File: config.mk
export PLATFORM = sky130hd
export DESIGN_NAME = hmwu_top
export DESIGN_NICKNAME = d
export VERILOG_FILES = /design/src/core/hmwu_pkg.sv /design/src/core/hmwu_mailbox.sv /design/src/core/hmwu_region_check.sv /design/src/core/hmwu_top.sv
export VERILOG_INCLUDE_DIRS = /design/src /design/src/core
export SDC_FILE = /design/constraint.sdc
export NUM_CORES = 1
export LEC_CHECK = 0
export BUFFER_PORTS_ARGS = -buffer_cell sky130_fd_sc_hd__buf_2
export CAP_MARGIN = 20
export CELL_PAD_IN_SITES_DETAIL_PLACEMENT = 1
export CELL_PAD_IN_SITES_GLOBAL_PLACEMENT = 2
export CORE_UTILIZATION = 43
export CTS_CLUSTER_DIAMETER = 120
export DETAILED_ROUTE_END_ITERATION = 10
export PLACE_DENSITY = 0.88
export SLEW_MARGIN = 10
export SYNTH_ARGS = -nofsm -noshare
export SYNTH_HDL_FRONTEND = slang
export SYNTH_SLANG_ARGS = --single-unit
File: constraint.sdc
create_clock -name clk_sys -period 15.31 [get_ports clk_sys]
set_input_delay 0.7655 -clock clk_sys [delete_from_list [all_inputs] [get_ports clk_sys]]
set_output_delay 0.7655 -clock clk_sys [all_outputs]
set_load 0.01 [all_outputs]
File: src/core/hmwu_regs.svh
`ifndef HMWU_REGS_SVH
`define HMWU_REGS_SVH

// ----------------------------------------
// host byte offsets
// ----------------------------------------
`define HMWU_H_H2E 4'h0
`define HMWU_H_E2H 4'h1
`define HMWU_H_ADDR_L 4'h2
`define HMWU_H_ADDR_H 4'h3
`define HMWU_H_DATA0 4'h4
`define HMWU_H_DATA3 4'h7
`define HMWU_H_SRC_L 4'h8
`define HMWU_H_SRC_H 4'h9
`define HMWU_H_EN_L 4'hA
`define HMWU_H_EN_H 4'hB
`define HMWU_H_APPID 4'hC

// ----------------------------------------
// ec byte offsets
// ----------------------------------------
`define HMWU_E_REGION_END 5'h0F
`define HMWU_E_H2E 5'h10
`define HMWU_E_E2H 5'h11
`define HMWU_E_SET_L 5'h12
`define HMWU_E_SET_H 5'h13
`define HMWU_E_SRC_L 5'h14
`define HMWU_E_SRC_H 5'h15

// ----------------------------------------
// fields and reset values
// ----------------------------------------
`define HMWU_ACC_8 2'h0
`define HMWU_ACC_16 2'h1
`define HMWU_ACC_AUTO 2'h3
`define HMWU_REGION_SEL_BIT 7
`define HMWU_BYTE_RST 8'h00
`define HMWU_EN_RST 16'h0001
`define HMWU_REGION_LIMIT_RST 16'h0000

`endif

File: src/core/hmwu_pkg.sv
package hmwu_pkg;

   typedef enum logic {hmwu_idle, hmwu_wait} hmwu_state_type;

   // byte order matches the ec offsets: base at bytes 0-3
   typedef struct packed {
      logic [15:0] wr_limit;
      logic [15:0] rd_limit;
      logic [31:0] base;
   } hmwu_region_type;

   typedef struct packed {
      logic req;
      logic we;
      logic [31:0] addr;
      logic [3:0] be;
      logic [31:0] wdata;
   } hmwu_mem_type;

   typedef struct packed {
      logic wr;
      logic rd;
      logic [3:0] addr;
      logic [7:0] wdata;
   } hmwu_host_req_type;

   typedef struct packed {
      logic wr;
      logic rd;
      logic [4:0] addr;
      logic [7:0] wdata;
   } hmwu_ec_req_type;

endpackage

File: src/core/hmwu_mailbox.sv
`timescale 1ns/1ps
`include "hmwu_regs.svh"

module hmwu_mailbox (
   input wire logic clk_sys,
   input wire logic nrst,
   input wire logic wr,
   input wire logic [7:0] wdata,
   output logic [7:0] value,
   output logic event_pulse
);
   logic [7:0] next_value;

   always_comb begin
      next_value = value;
      if (wr) begin
         next_value = wdata;
      end
   end

   always_ff @(posedge clk_sys or negedge nrst) begin
      if (!nrst) begin
         value <= `HMWU_BYTE_RST;
         event_pulse <= 1'b0;
      end else begin
         value <= next_value;
         event_pulse <= wr;
      end
   end
endmodule

File: src/core/hmwu_region_check.sv
`timescale 1ns/1ps

module hmwu_region_check (
   input wire hmwu_pkg::hmwu_region_type cfg,
   input wire logic [14:0] win_addr,
   output logic [31:0] phys,
   output logic can_read,
   output logic can_write
);
   logic [31:0] rd_end;
   logic [31:0] wr_end;

   // limits compare against base plus limit, so either may exceed the other
   always_comb begin
      phys = {cfg.base[31:2], 2'h0} + {17'h0_0000, win_addr};
      rd_end = {cfg.base[31:2], 2'h0} + {16'h0000, cfg.rd_limit};
      wr_end = {cfg.base[31:2], 2'h0} + {16'h0000, cfg.wr_limit};
      can_read = phys < rd_end;
      can_write = phys < wr_end;
   end
endmodule

File: src/core/hmwu_top.sv
`timescale 1ns/1ps
`include "hmwu_regs.svh"

module hmwu_top (
   input wire logic clk_sys,
   input wire logic nrst,
   input wire hmwu_pkg::hmwu_host_req_type host_req,
   output logic [7:0] host_rdata,
   output logic host_rvalid,
   output logic host_busy,
   input wire hmwu_pkg::hmwu_ec_req_type ec_req,
   output logic [7:0] ec_rdata,
   output logic ec_rvalid,
   output hmwu_pkg::hmwu_mem_type mem_out,
   input wire logic mem_ack,
   input wire logic [31:0] mem_rdata,
   output logic host_event,
   output logic e2h_irq,
   output logic ec_h2e_irq
);
   // ----------------------------------------
   // state
   // ----------------------------------------
   hmwu_pkg::hmwu_state_type state, next_state;
   hmwu_pkg::hmwu_region_type region [2];
   hmwu_pkg::hmwu_region_type next_region [2];
   hmwu_pkg::hmwu_mem_type next_mem_out;
   logic [7:0] addr_lsb, next_addr_lsb;
   logic [7:0] addr_msb, next_addr_msb;
   logic [31:0] window_data, next_window_data;
   logic [15:0] software_event_bits, next_software_event_bits;
   logic [15:0] software_event_enables, next_software_event_enables;
   logic [7:0] app_id, next_app_id;
   logic [1:0] pend_byte, next_pend_byte;
   logic [3:0] pend_lanes, next_pend_lanes;
   logic [7:0] next_host_rdata, next_ec_rdata;
   logic next_host_rvalid, next_ec_rvalid, next_host_busy;
   logic next_host_event, next_e2h_irq;

   logic [7:0] h2e_value, e2h_value;
   logic e2h_pulse;
   logic h2e_wr, e2h_wr;
   logic [1:0] access_type;
   logic [1:0] hb;
   logic [12:0] window_dword;
   logic [14:0] window_address;
   logic region_sel;
   logic [31:0] phys [2];
   logic rd_ok [2];
   logic wr_ok [2];
   logic cur_rd, cur_wr;
   logic is_data;
   logic [3:0] rl, wl;
   logic [15:0] set_bits, clr_bits;
   logic [7:0] host_view;

   // ----------------------------------------
   // window address and regions
   // ----------------------------------------
   assign access_type = addr_lsb[1:0];
   assign window_dword = {addr_msb[6:0], addr_lsb[7:2]};
   assign window_address = {window_dword, 2'h0};
   assign region_sel = addr_msb[`HMWU_REGION_SEL_BIT];
   assign hb = host_req.addr[1:0];
   assign is_data = host_req.addr >= `HMWU_H_DATA0 && host_req.addr <= `HMWU_H_DATA3;
   assign cur_rd = rd_ok[region_sel];
   assign cur_wr = wr_ok[region_sel];

   for (genvar g = 0; g < 2; g++) begin : g_region
      hmwu_region_check u_check (
         .cfg(region[g]),
         .win_addr(window_address),
         .phys(phys[g]),
         .can_read(rd_ok[g]),
         .can_write(wr_ok[g])
      );
   end

   // ----------------------------------------
   // mailboxes
   // ----------------------------------------
   assign h2e_wr = host_req.wr && state == hmwu_pkg::hmwu_idle && host_req.addr == `HMWU_H_H2E;
   assign e2h_wr = ec_req.wr && ec_req.addr == `HMWU_E_E2H;

   hmwu_mailbox u_h2e (
      .clk_sys(clk_sys),
      .nrst(nrst),
      .wr(h2e_wr),
      .wdata(host_req.wdata),
      .value(h2e_value),
      .event_pulse(ec_h2e_irq)
   );

   hmwu_mailbox u_e2h (
      .clk_sys(clk_sys),
      .nrst(nrst),
      .wr(e2h_wr),
      .wdata(ec_req.wdata),
      .value(e2h_value),
      .event_pulse(e2h_pulse)
   );

   // ----------------------------------------
   // lane selection per transfer size
   // ----------------------------------------
   function automatic logic [3:0] read_lanes(input logic [1:0] t, input logic [1:0] b);
      if (t == `HMWU_ACC_8) begin
         return 4'h1 << b;
      end else if (t == `HMWU_ACC_16) begin
         return (b == 2'h0) ? 4'h3 : ((b == 2'h2) ? 4'hC : 4'h0);
      end
      return (b == 2'h0) ? 4'hF : 4'h0;
   endfunction

   function automatic logic [3:0] write_lanes(input logic [1:0] t, input logic [1:0] b);
      if (t == `HMWU_ACC_8) begin
         return 4'h1 << b;
      end else if (t == `HMWU_ACC_16) begin
         return (b == 2'h1) ? 4'h3 : ((b == 2'h3) ? 4'hC : 4'h0);
      end
      return (b == 2'h3) ? 4'hF : 4'h0;
   endfunction

   // ----------------------------------------
   // next state
   // ----------------------------------------
   always_comb begin
      next_state = state;
      next_region = region;
      next_mem_out = mem_out;
      next_addr_lsb = addr_lsb;
      next_addr_msb = addr_msb;
      next_window_data = window_data;
      next_software_event_enables = software_event_enables;
      next_app_id = app_id;
      next_pend_byte = pend_byte;
      next_pend_lanes = pend_lanes;
      next_host_rdata = host_rdata;
      next_host_rvalid = 1'b0;
      next_ec_rdata = ec_rdata;
      next_ec_rvalid = 1'b0;
      set_bits = {15'h0000, e2h_pulse};
      clr_bits = 16'h0000;
      rl = read_lanes(access_type, hb);
      wl = write_lanes(access_type, hb);

      if (host_req.addr == `HMWU_H_H2E) begin
         host_view = h2e_value;
      end else if (host_req.addr == `HMWU_H_E2H) begin
         host_view = e2h_value;
      end else if (host_req.addr == `HMWU_H_ADDR_L) begin
         host_view = addr_lsb;
      end else if (host_req.addr == `HMWU_H_ADDR_H) begin
         host_view = addr_msb;
      end else if (is_data) begin
         host_view = window_data[8 * hb +: 8];
      end else if (host_req.addr == `HMWU_H_SRC_L) begin
         host_view = software_event_bits[7:0];
      end else if (host_req.addr == `HMWU_H_SRC_H) begin
         host_view = software_event_bits[15:8];
      end else if (host_req.addr == `HMWU_H_EN_L) begin
         host_view = software_event_enables[7:0];
      end else if (host_req.addr == `HMWU_H_EN_H) begin
         host_view = software_event_enables[15:8];
      end else if (host_req.addr == `HMWU_H_APPID) begin
         host_view = app_id;
      end else begin
         host_view = 8'h00;
      end

      case (state)
         hmwu_pkg::hmwu_idle: begin
            if (host_req.wr) begin
               if (host_req.addr == `HMWU_H_ADDR_L) begin
                  next_addr_lsb = host_req.wdata;
               end else if (host_req.addr == `HMWU_H_ADDR_H) begin
                  next_addr_msb = host_req.wdata;
               end else if (is_data) begin
                  next_window_data[8 * hb +: 8] = host_req.wdata;
                  if (wl != 4'h0 && cur_wr) begin
                     next_mem_out = '{req: 1'b1, we: 1'b1, addr: phys[region_sel],
                                      be: wl, wdata: next_window_data};
                     next_state = hmwu_pkg::hmwu_wait;
                  end
                  if (access_type == `HMWU_ACC_AUTO && hb == 2'h3 && cur_wr) begin
                     {next_addr_msb[6:0], next_addr_lsb[7:2]} = window_dword + 13'h0001;
                  end
               end else if (host_req.addr == `HMWU_H_SRC_L) begin
                  clr_bits[7:0] = host_req.wdata;
               end else if (host_req.addr == `HMWU_H_SRC_H) begin
                  clr_bits[15:8] = host_req.wdata;
               end else if (host_req.addr == `HMWU_H_EN_L) begin
                  next_software_event_enables[7:0] = host_req.wdata;
               end else if (host_req.addr == `HMWU_H_EN_H) begin
                  next_software_event_enables[15:8] = host_req.wdata;
               end else if (host_req.addr == `HMWU_H_APPID) begin
                  next_app_id = host_req.wdata;
               end
            end else if (host_req.rd) begin
               if (is_data && rl != 4'h0 && cur_rd) begin
                  next_mem_out = '{req: 1'b1, we: 1'b0, addr: phys[region_sel],
                                   be: rl, wdata: window_data};
                  next_pend_byte = hb;
                  next_pend_lanes = rl;
                  next_state = hmwu_pkg::hmwu_wait;
               end else begin
                  next_host_rdata = host_view;
                  next_host_rvalid = 1'b1;
               end
               if (is_data && access_type == `HMWU_ACC_AUTO && hb == 2'h3) begin
                  {next_addr_msb[6:0], next_addr_lsb[7:2]} = window_dword + 13'h0001;
               end
            end
         end
         hmwu_pkg::hmwu_wait: begin
            if (mem_ack) begin
               next_mem_out.req = 1'b0;
               next_state = hmwu_pkg::hmwu_idle;
               if (!mem_out.we) begin
                  for (int i = 0; i < 4; i++) begin
                     if (pend_lanes[i]) begin
                        next_window_data[8 * i +: 8] = mem_rdata[8 * i +: 8];
                     end
                  end
                  next_host_rdata = next_window_data[8 * pend_byte +: 8];
                  next_host_rvalid = 1'b1;
               end
            end
         end
         default: begin
            next_state = hmwu_pkg::hmwu_idle;
         end
      endcase

      // ec side: region setup is out of the host's reach
      if (ec_req.wr) begin
         if (ec_req.addr <= `HMWU_E_REGION_END) begin
            next_region[ec_req.addr[3]][8 * ec_req.addr[2:0] +: 8] = ec_req.wdata;
         end else if (ec_req.addr == `HMWU_E_SET_L) begin
            set_bits[7:1] = ec_req.wdata[7:1];
         end else if (ec_req.addr == `HMWU_E_SET_H) begin
            set_bits[15:8] = ec_req.wdata;
         end
      end
      if (ec_req.rd) begin
         next_ec_rvalid = 1'b1;
         if (ec_req.addr <= `HMWU_E_REGION_END) begin
            next_ec_rdata = region[ec_req.addr[3]][8 * ec_req.addr[2:0] +: 8];
         end else if (ec_req.addr == `HMWU_E_H2E) begin
            next_ec_rdata = h2e_value;
         end else if (ec_req.addr == `HMWU_E_E2H) begin
            next_ec_rdata = e2h_value;
         end else if (ec_req.addr == `HMWU_E_SRC_L) begin
            next_ec_rdata = software_event_bits[7:0];
         end else if (ec_req.addr == `HMWU_E_SRC_H) begin
            next_ec_rdata = software_event_bits[15:8];
         end else begin
            next_ec_rdata = 8'h00;
         end
      end

      // a new event in the clearing cycle survives the clear
      next_software_event_bits = (software_event_bits & ~clr_bits) | set_bits;
      next_e2h_irq = next_software_event_bits[0];
      next_host_event = |(software_event_bits & software_event_enables);
      next_host_busy = next_state != hmwu_pkg::hmwu_idle;
   end

   // ----------------------------------------
   // registers
   // ----------------------------------------
   always_ff @(posedge clk_sys or negedge nrst) begin
      if (!nrst) begin
         state <= hmwu_pkg::hmwu_idle;
         for (int i = 0; i < 2; i++) begin
            region[i] <= '{wr_limit: `HMWU_REGION_LIMIT_RST, rd_limit: `HMWU_REGION_LIMIT_RST,
                           base: 32'h0000_0000};
         end
         mem_out <= '0;
         addr_lsb <= `HMWU_BYTE_RST;
         addr_msb <= `HMWU_BYTE_RST;
         window_data <= 32'h0000_0000;
         software_event_bits <= 16'h0000;
         software_event_enables <= `HMWU_EN_RST;
         app_id <= `HMWU_BYTE_RST;
         pend_byte <= 2'h0;
         pend_lanes <= 4'h0;
         host_rdata <= `HMWU_BYTE_RST;
         host_rvalid <= 1'b0;
         host_busy <= 1'b0;
         ec_rdata <= `HMWU_BYTE_RST;
         ec_rvalid <= 1'b0;
         host_event <= 1'b0;
         e2h_irq <= 1'b0;
      end else begin
         state <= next_state;
         region <= next_region;
         mem_out <= next_mem_out;
         addr_lsb <= next_addr_lsb;
         addr_msb <= next_addr_msb;
         window_data <= next_window_data;
         software_event_bits <= next_software_event_bits;
         software_event_enables <= next_software_event_enables;
         app_id <= next_app_id;
         pend_byte <= next_pend_byte;
         pend_lanes <= next_pend_lanes;
         host_rdata <= next_host_rdata;
         host_rvalid <= next_host_rvalid;
         host_busy <= next_host_busy;
         ec_rdata <= next_ec_rdata;
         ec_rvalid <= next_ec_rvalid;
         host_event <= next_host_event;
         e2h_irq <= next_e2h_irq;
      end
   end
endmodule

==> impl_metrics.toml, run 1 <==
[status]
outcome = "finished, final reports clean"

[critical_path]
worstPathArrival_ps = 7920
worstSetupPathType = "reg2reg"
path_max_fanout = 67
start_kind = "register"
crit_required_ps = 15780
end_kind = "register"

[timing]
setup_viol = 0
fin_setup_tns_ps = 0
hold_viol = 0
slew_violations = 0
fin_crit_sh = 0.487
finClkSkew_ps = 32.0
layout_min_cycle_time_ps = 7450
relSlewSlack = 0.190
worst_slew_pin_slew_ps = 1200
rsz0062_at_grt = "no"
max_freq_ghz = 0.134
hold_ws_ps = 181

[power]
p_per_area_mw_per_mm2 = 139
ir_worst_vdd_mv = 0.0906
p_leak_nw = 12.7

[route]
ant_nets = 0
drc = 0
drtIter0Drc = 1797
vias = 22600
drtPass1Iterations = 7
wire_per_inst_um = 27.7
via_per_inst = 6.38
totalWireLength_mm = 98.1

[grt]
grt_antenna_before_repair = 0
grtUsageTotal = 0.331
grt_pass1_vias = 23300
grt_max_degree = 159
grt_overflow_total = 0
busiest_layer = "met2"
grt_use_met1 = 0.456
use_met3 = 0.0657
grt_pass1_wl_mm = 149
grtUsageMet2 = 0.516

[finish]
nets = 3030
n_fill_cell = 6567
syn2layout_area_growth_pct = 10.8
regArea_mm2 = 0.00821
drive_gt1_frac = 0.175
post-route-util = 0.482
multi_input_area_mm2 = 0.0160

[placed_design]
dp_hpwl_mm = 75.0
port_buffers = 153
place.gp.congestion = 0.954

[floorplanning]
die_x_um = 243
rows = 88
core_region_area_mm2 = 0.0576
initial_core_util = 0.435
die_h_um = 243
die_area_mm2 = 0.0592
ios = 156

[yosys]
async_reset_ff_frac = 1.00
synth_area_mm2 = 0.0251
synth_top_flop_cell = "dfrtp_1"
synth_warnings = 0
ys_seq_elements = 328
synth_edf_count = 0
synth-seq-area-share = 0.328
synthCells = 2685
synth.distinct_cells = 88
synth_area_per_cell_um2 = 9.33

[clock_network]
postCtsResizedCells = 0
cts_tree = "done"
clkLatencyLatePin_ps = 590
cts-buffers-inserted = 38
clock-root-buffer = "clkbuf_16"
clk_pin_slew_worst_paths_ps = 70
clock_sinks = 328
cts_buffer_depth = 3
post-cts-setup-buffers = 0
hold_buffers = 0
cts_max_level = 2

[min_path]
holdCritPathClass = "in2async"

[run]
drv_cap = 0
-- critical path, cell delays in order, from the launching register on --
cell and delay (ps):
dfrtp_1 510, ha_1 270, inv_1 70, fa_1 410, nor2b_1 120, o21ai_0 140, a21boi_0 300, o21ai_0 200
a211oi_1 320, o31a_1 190, o311a_1 360, nand4_1 180, xnor2_1 500, ha_1 320, and2_1 170, a221o_1 290
nand2_1 90, nand4_1 90, o21ai_0 140, nor2_1 110, a311o_1 330, o32a_1 480, nor4_4 530, o21ba_4 240
buf_4 350, mux2_4 460
-- cell usage in the layout (no fill, tap or decap), drive strengths merged, types with 48 or more instances in the layout --
cell type / count
nand2: 330
dfrtp: 327
o21ai: 236
ha: 211
buf: 177
nor2: 172
mux2: 166
a21oi: 163
xnor2: 93
inv: 71
xor2: 68
nand3: 60
mux4: 55
clkbuf: 53
a21o: 48
-- cell usage after synthesis, types with 46 or more instances --
master | instances | area, um^2
mux4_2 | 55 | 1240
nand2_1 | 330 | 1240
dfrtp_1 | 327 | 8180
o21ai_0 | 232 | 1160
inv_1 | 70 | 263
ha_1 | 211 | 2640
a21o_1 | 48 | 360
clkbuf_1 | 118 | 443
a21oi_1 | 163 | 816
xnor2_1 | 93 | 815
xor2_1 | 68 | 596
nor2_1 | 171 | 642
mux2i_1 | 46 | 460
mux2_2 | 144 | 1620
nand3_1 | 60 | 300
-- area by class of cell --
cell class | instances | share of cell area
Antenna cell | 2 | 0.000180
Clock buffer | 53 | 0.0406
Clock inverter | 17 | 0.00938
Inverter | 72 | 0.00974
Multi-Input combinational cell | 2132 | 0.575
Sequential cell | 328 | 0.296
Tap cell | 765 | 0.0345
Timing Repair Buffer | 177 | 0.0348
-- final timing paths --
check / end / slack, ps / startpoint / cells after the start
setup / recovery: mem_out[59]$_DFFE_PN0P_ / 7860 / addr_lsb[2]$_DFFE_PN0P_ / 25
hold / removal: mem_out[64]$_DFFE_PN0P_ / 180 / nrst / 1
setup reg to reg: mem_out[59]$_DFFE_PN0P_ / 7860 / addr_lsb[2]$_DFFE_PN0P_ / 25
hold reg to reg: software_event_bits[0]$_DFF_PN0_ / 440 / u_e2h.event_pulse$_DFF_PN0_ / 1
max in group asynchronous: u_h2e.value[4]$_DFFE_PN0P_ / 13490 / nrst / 2
min in group clk_sys: state$_DFF_PN0_ / 410 / mem_ack / 2
-- cell families after synthesis --
group                    count (synthesis)  synth area share
AND/OR/NAND/NOR                        758             0.137
AO/OA/AOI/OAI                          727             0.187
flip-flops                             328             0.328
multiplexers                           267             0.146
buffers and inverters                  226            0.0356
adder cells (fa/ha/maj)                217             0.110
XOR/XNOR                               161            0.0563
other                                    1          0.000150
-- routing by layer --
layer / wire, um / up-vias
met5: 0 / -
met4: 3760 / 0
met3: 7810 / 187
met2: 43800 / 862
met1: 42700 / 11600
li1: - / 9986
-- registers in the layout (all words and copies together) (netlist names), 16 cells and up --
register                flops
window_data                32
region                    128
mem_out                    68
software_event_bits        16
software_event_enables     16
-- where the power goes --
group	switching, W	internal (W)
sequential	0.000300	0.00107
clock	0.000408	0.000603
combinational	0.000837	0.000646
total	0.00154	0.00232
-- stage by stage --
stage	area, um^2	cells	setup WS (ps)	total power (W)
2_1_floorplan	25100	2686	9260	0.00223
3_3_place_gp	26400	3473	8310	0.00277
3_5_place_dp	26400	3474	8010	0.00283
4_1_cts	27800	3544	7970	0.00386
5_1_grt	27800	3544	7460	0.00406
6_report	27800	3546	7860	0.00387
No activity file was read; power rests on OpenSTA's default activity.
==> inputs of run 2 (changes only) <==
- ABC_AREA: unset -> 1
- CORE_UTILIZATION: 43 -> 36
- PLACE_DENSITY: 0.88 -> 0.83
- clock period: 15.31 -> 7.3 ns (I/O delays scaled with it)
==> run 2 against run 1 <==
  * Area after synthesis increased by 2.6%
  * Final cell count increased by 33%
  * Sequential power increased by 100%
  * Clock skew increased by 14 ps
  * Critical path type unchanged
==> impl_metrics.toml, run 2 <==
[status]
outcome = "finished, final reports clean"

[critical_path]
cp_common_cell = "nand2_1"
end_kind = "register"
crit_end = "mem_out[60]$_DFFE_PN0P_"
crit_required_ps = 7800
rr_worst_depth = 29
worstPathArrival_ps = 6470
startpoint = "region[3]$_DFFE_PN0P_"
rr_startpoint = "region[3]$_DFFE_PN0P_"
cpMaxStageDelayCell = "buf_4"
r2r-end = "mem_out[60]$_DFFE_PN0P_"
ff2ff_setup_slack_ps = 1330
start_kind = "register"
worstSetupPathType = "reg2reg"
slowest_delay_ps = 510
path_max_fanout = 36

[placed_design]
place_inst = 4624
port_buffers = 153
place.gp.congestion = 0.946
dp_hpwl_mm = 88.2
postPlaceCellArea_mm2 = 0.0272

[timing]
slew_violations = 0
finClkSkew_ps = 46.3
max_freq_ghz = 0.168
fin_crit_sh = 0.817
layout_min_cycle_time_ps = 5970
hold_viol = 0
rsz0062_at_grt = "no"
fin_setup_tns_ps = 0
relSlewSlack = 0.339
setup_viol = 0
worst_slew_pin_slew_ps = 981

[yosys]
synth_area_per_cell_um2 = 7.03
synth_edf_count = 0
yosysMostFrequentCell = "nand2_1"
async_reset_ff_frac = 1.00
synth.distinct_cells = 59
synthCells = 3654
synth_commonest_cells = "nand2_1 (1,000), o21ai_0 (468), dfrtp_1 (327)"
synth_top_flop_cell = "dfrtp_1"
synth_area_mm2 = 0.0257
synth.area.top_cells = "dfrtp_1 (32%), nand2_1 (15%), ha_1 (10%), o21ai_0 (9.1%), inv_1 (4.6%)"
synth-seq-area-share = 0.319
synth_warnings = 0
ys_seq_elements = 328
synth_top_area_cell = "dfrtp_1"
synth_top_area_frac = 0.318

[power]
sw_frac_of_total = 0.437
share_comb_of_total_power = 0.393
p_leak_nw = 13.8
seq_power_share = 0.340
ir_worst_vdd_mv = 0.167
p_int_w = 0.00457
p_per_area_mw_per_mm2 = 284
p_sw_w = 0.00355
total_power_w = 0.00812
clkPwrFrac = 0.267

[route]
vias = 26200
drtPass1Iterations = 5
via_per_inst = 5.57
drc = 0
totalWireLength_mm = 111
drtIter0Drc = 2258
wire_per_inst_um = 23.7
ant_nets = 0

[finish]
nets = 4009
largest_register_ffs = 128
max_flop_register = "region"
layout_commonest_cell = "nand2_1"
postLayoutCellArea_mm2 = 0.0286
drive_gt1_frac = 0.0811
diodes = 0
final_cell_mix = "nand2_1 (999), o21ai_0 (468), dfrtp_1 (326)"
syn2layout_area_growth_pct = 11.4
top_regs = "region: 128 flops, mem_out: 68 flops, window_data: 32 flops"
post-route-util = 0.407
final_cells = 4699

[grt]
grtUsageTotal = 0.306
grt_max_degree = 139
grt_pass1_vias = 26100
grt_pass1_wl_mm = 169
grt_overflow_total = 0
grt_antenna_before_repair = 7

[clock_network]
clock-root-buffer = "clkbuf_16"
postCtsResizedCells = 0
cts-buffers-inserted = 41
cts_buffer_depth = 3
clkLatencyLatePin_ps = 610
clock_sinks = 328
clk_pin_slew_worst_paths_ps = 60
cts_tree = "done"
cts_max_level = 2

[floorplanning]
die_area_mm2 = 0.0725
rows = 97
ios = 156
die_h_um = 269
die_x_um = 269
core_region_area_mm2 = 0.0704
initial_core_util = 0.365

[run]
drv_cap = 0

[min_path]
holdCritStartpoint = "ec_req[0]"
holdCritPathClass = "in2reg"
run 2: changes by cell type after synthesis, moves of 43 or more:
cell / before / now
a21oi_1: 163 / 206
mux4_2: 55 / 0
mux2_2: 144 / 0
xor2_1: 68 / 129
inv_1: 70 / 318
o21ai_0: 232 / 468
a21o_1: 48 / 5
nand3_1: 60 / 205
xnor2_1: 93 / 37
nor2_1: 171 / 257
nand2_1: 330 / 1000
mux2i_1: 46 / 1
run 2: kinds of logic (layout without fill, tap and decap cells):
family | count (synthesis) | count (layout) | share of synthesized area
simple gates | 1605 | 1605 | 0.259
compound gates | 854 | 854 | 0.182
buf+inv | 482 | 586 | 0.0747
flops | 328 | 328 | 0.319
fa+ha+maj | 217 | 217 | 0.107
xor+xnor | 166 | 166 | 0.0566
other cells | 1 | 2 | 0.000146
mux | 1 | 1 | 0.000389
run 2: routing by layer:
layer | global-route usage | wire length, um | share of wire | up-vias
met4 | 0.0839 | 3080 | 0.028 | 4
met5 | 0 | 17 | 0.00015 | -
met1 | 0.460 | 54400 | 0.49 | 12800
met2 | 0.442 | 45900 | 0.41 | 806
met3 | 0.0566 | 8130 | 0.073 | 132
li1 | - | - | - | 12400
run 2: power by group through the flow:
stage,Sequential (W),Clock (W),Combinational (W)
2_1_floorplan,0.00262,0,0.00197
3_3_place_gp,0.00276,0,0.00310
3_5_place_dp,0.00277,0,0.00314
4_1_cts,0.00275,0.00221,0.00316
5_1_grt,0.00280,0.00227,0.00358
6_report,0.00276,0.00217,0.00319
run 2: worst min-delay path by stage:
stage | to | slack, ps | cells after the start
6_report | u_e2h.value[0]$_DFFE_PN0P_ | 20 | 3
5_1_grt | u_e2h.value[7]$_DFFE_PN0P_ | 20 | 3
3_3_place_gp | mem_out[13]$_DFFE_PN0P_ | 390 | 1
2_1_floorplan | addr_lsb[0]$_DFFE_PN0P_ | 70 | 0
4_1_cts | u_e2h.value[7]$_DFFE_PN0P_ | 9 | 3
3_5_place_dp | window_data[15]$_DFFE_PN0P_ | 390 | 1
run 2: repair_timing:
action                    4_1_cts  5_1_grt
hold buffers                    1        0
buffers inserted                0        0
hold endpoints to repair       69        0
run 2: critical path, delay by kind of cell (launching register included):
kind,cells,cell delay [ps]
AOI/OAI and AO/OA,3,930
xor gates and xnor gates,1,200
adders and majority gates,2,770
buffers and inverters,3,790
DFF,1,490
and+or+nand+nor,20,2620
run 2: stage by stage:
step / hold WS [ps] / setup slack (ps)
6_report: 19.1 / 1330
5_1_grt: 17.0 / 672
4_1_cts: 9.03 / 1380
3_5_place_dp: 390 / 1420
3_3_place_gp: 387 / 1550
2_1_floorplan: 69.4 / 3100
run 2: layout make-up:
type,count,area (um^2)
Clock inverter,19,239
Clock buffer,55,1170
Sequential cell,328,8210
Tap cell,940,1180
Timing Repair Buffer,181,1000
Multi-Input combinational cell,2845,15600
Inverter,331,1240
Fill cell,9035,41800
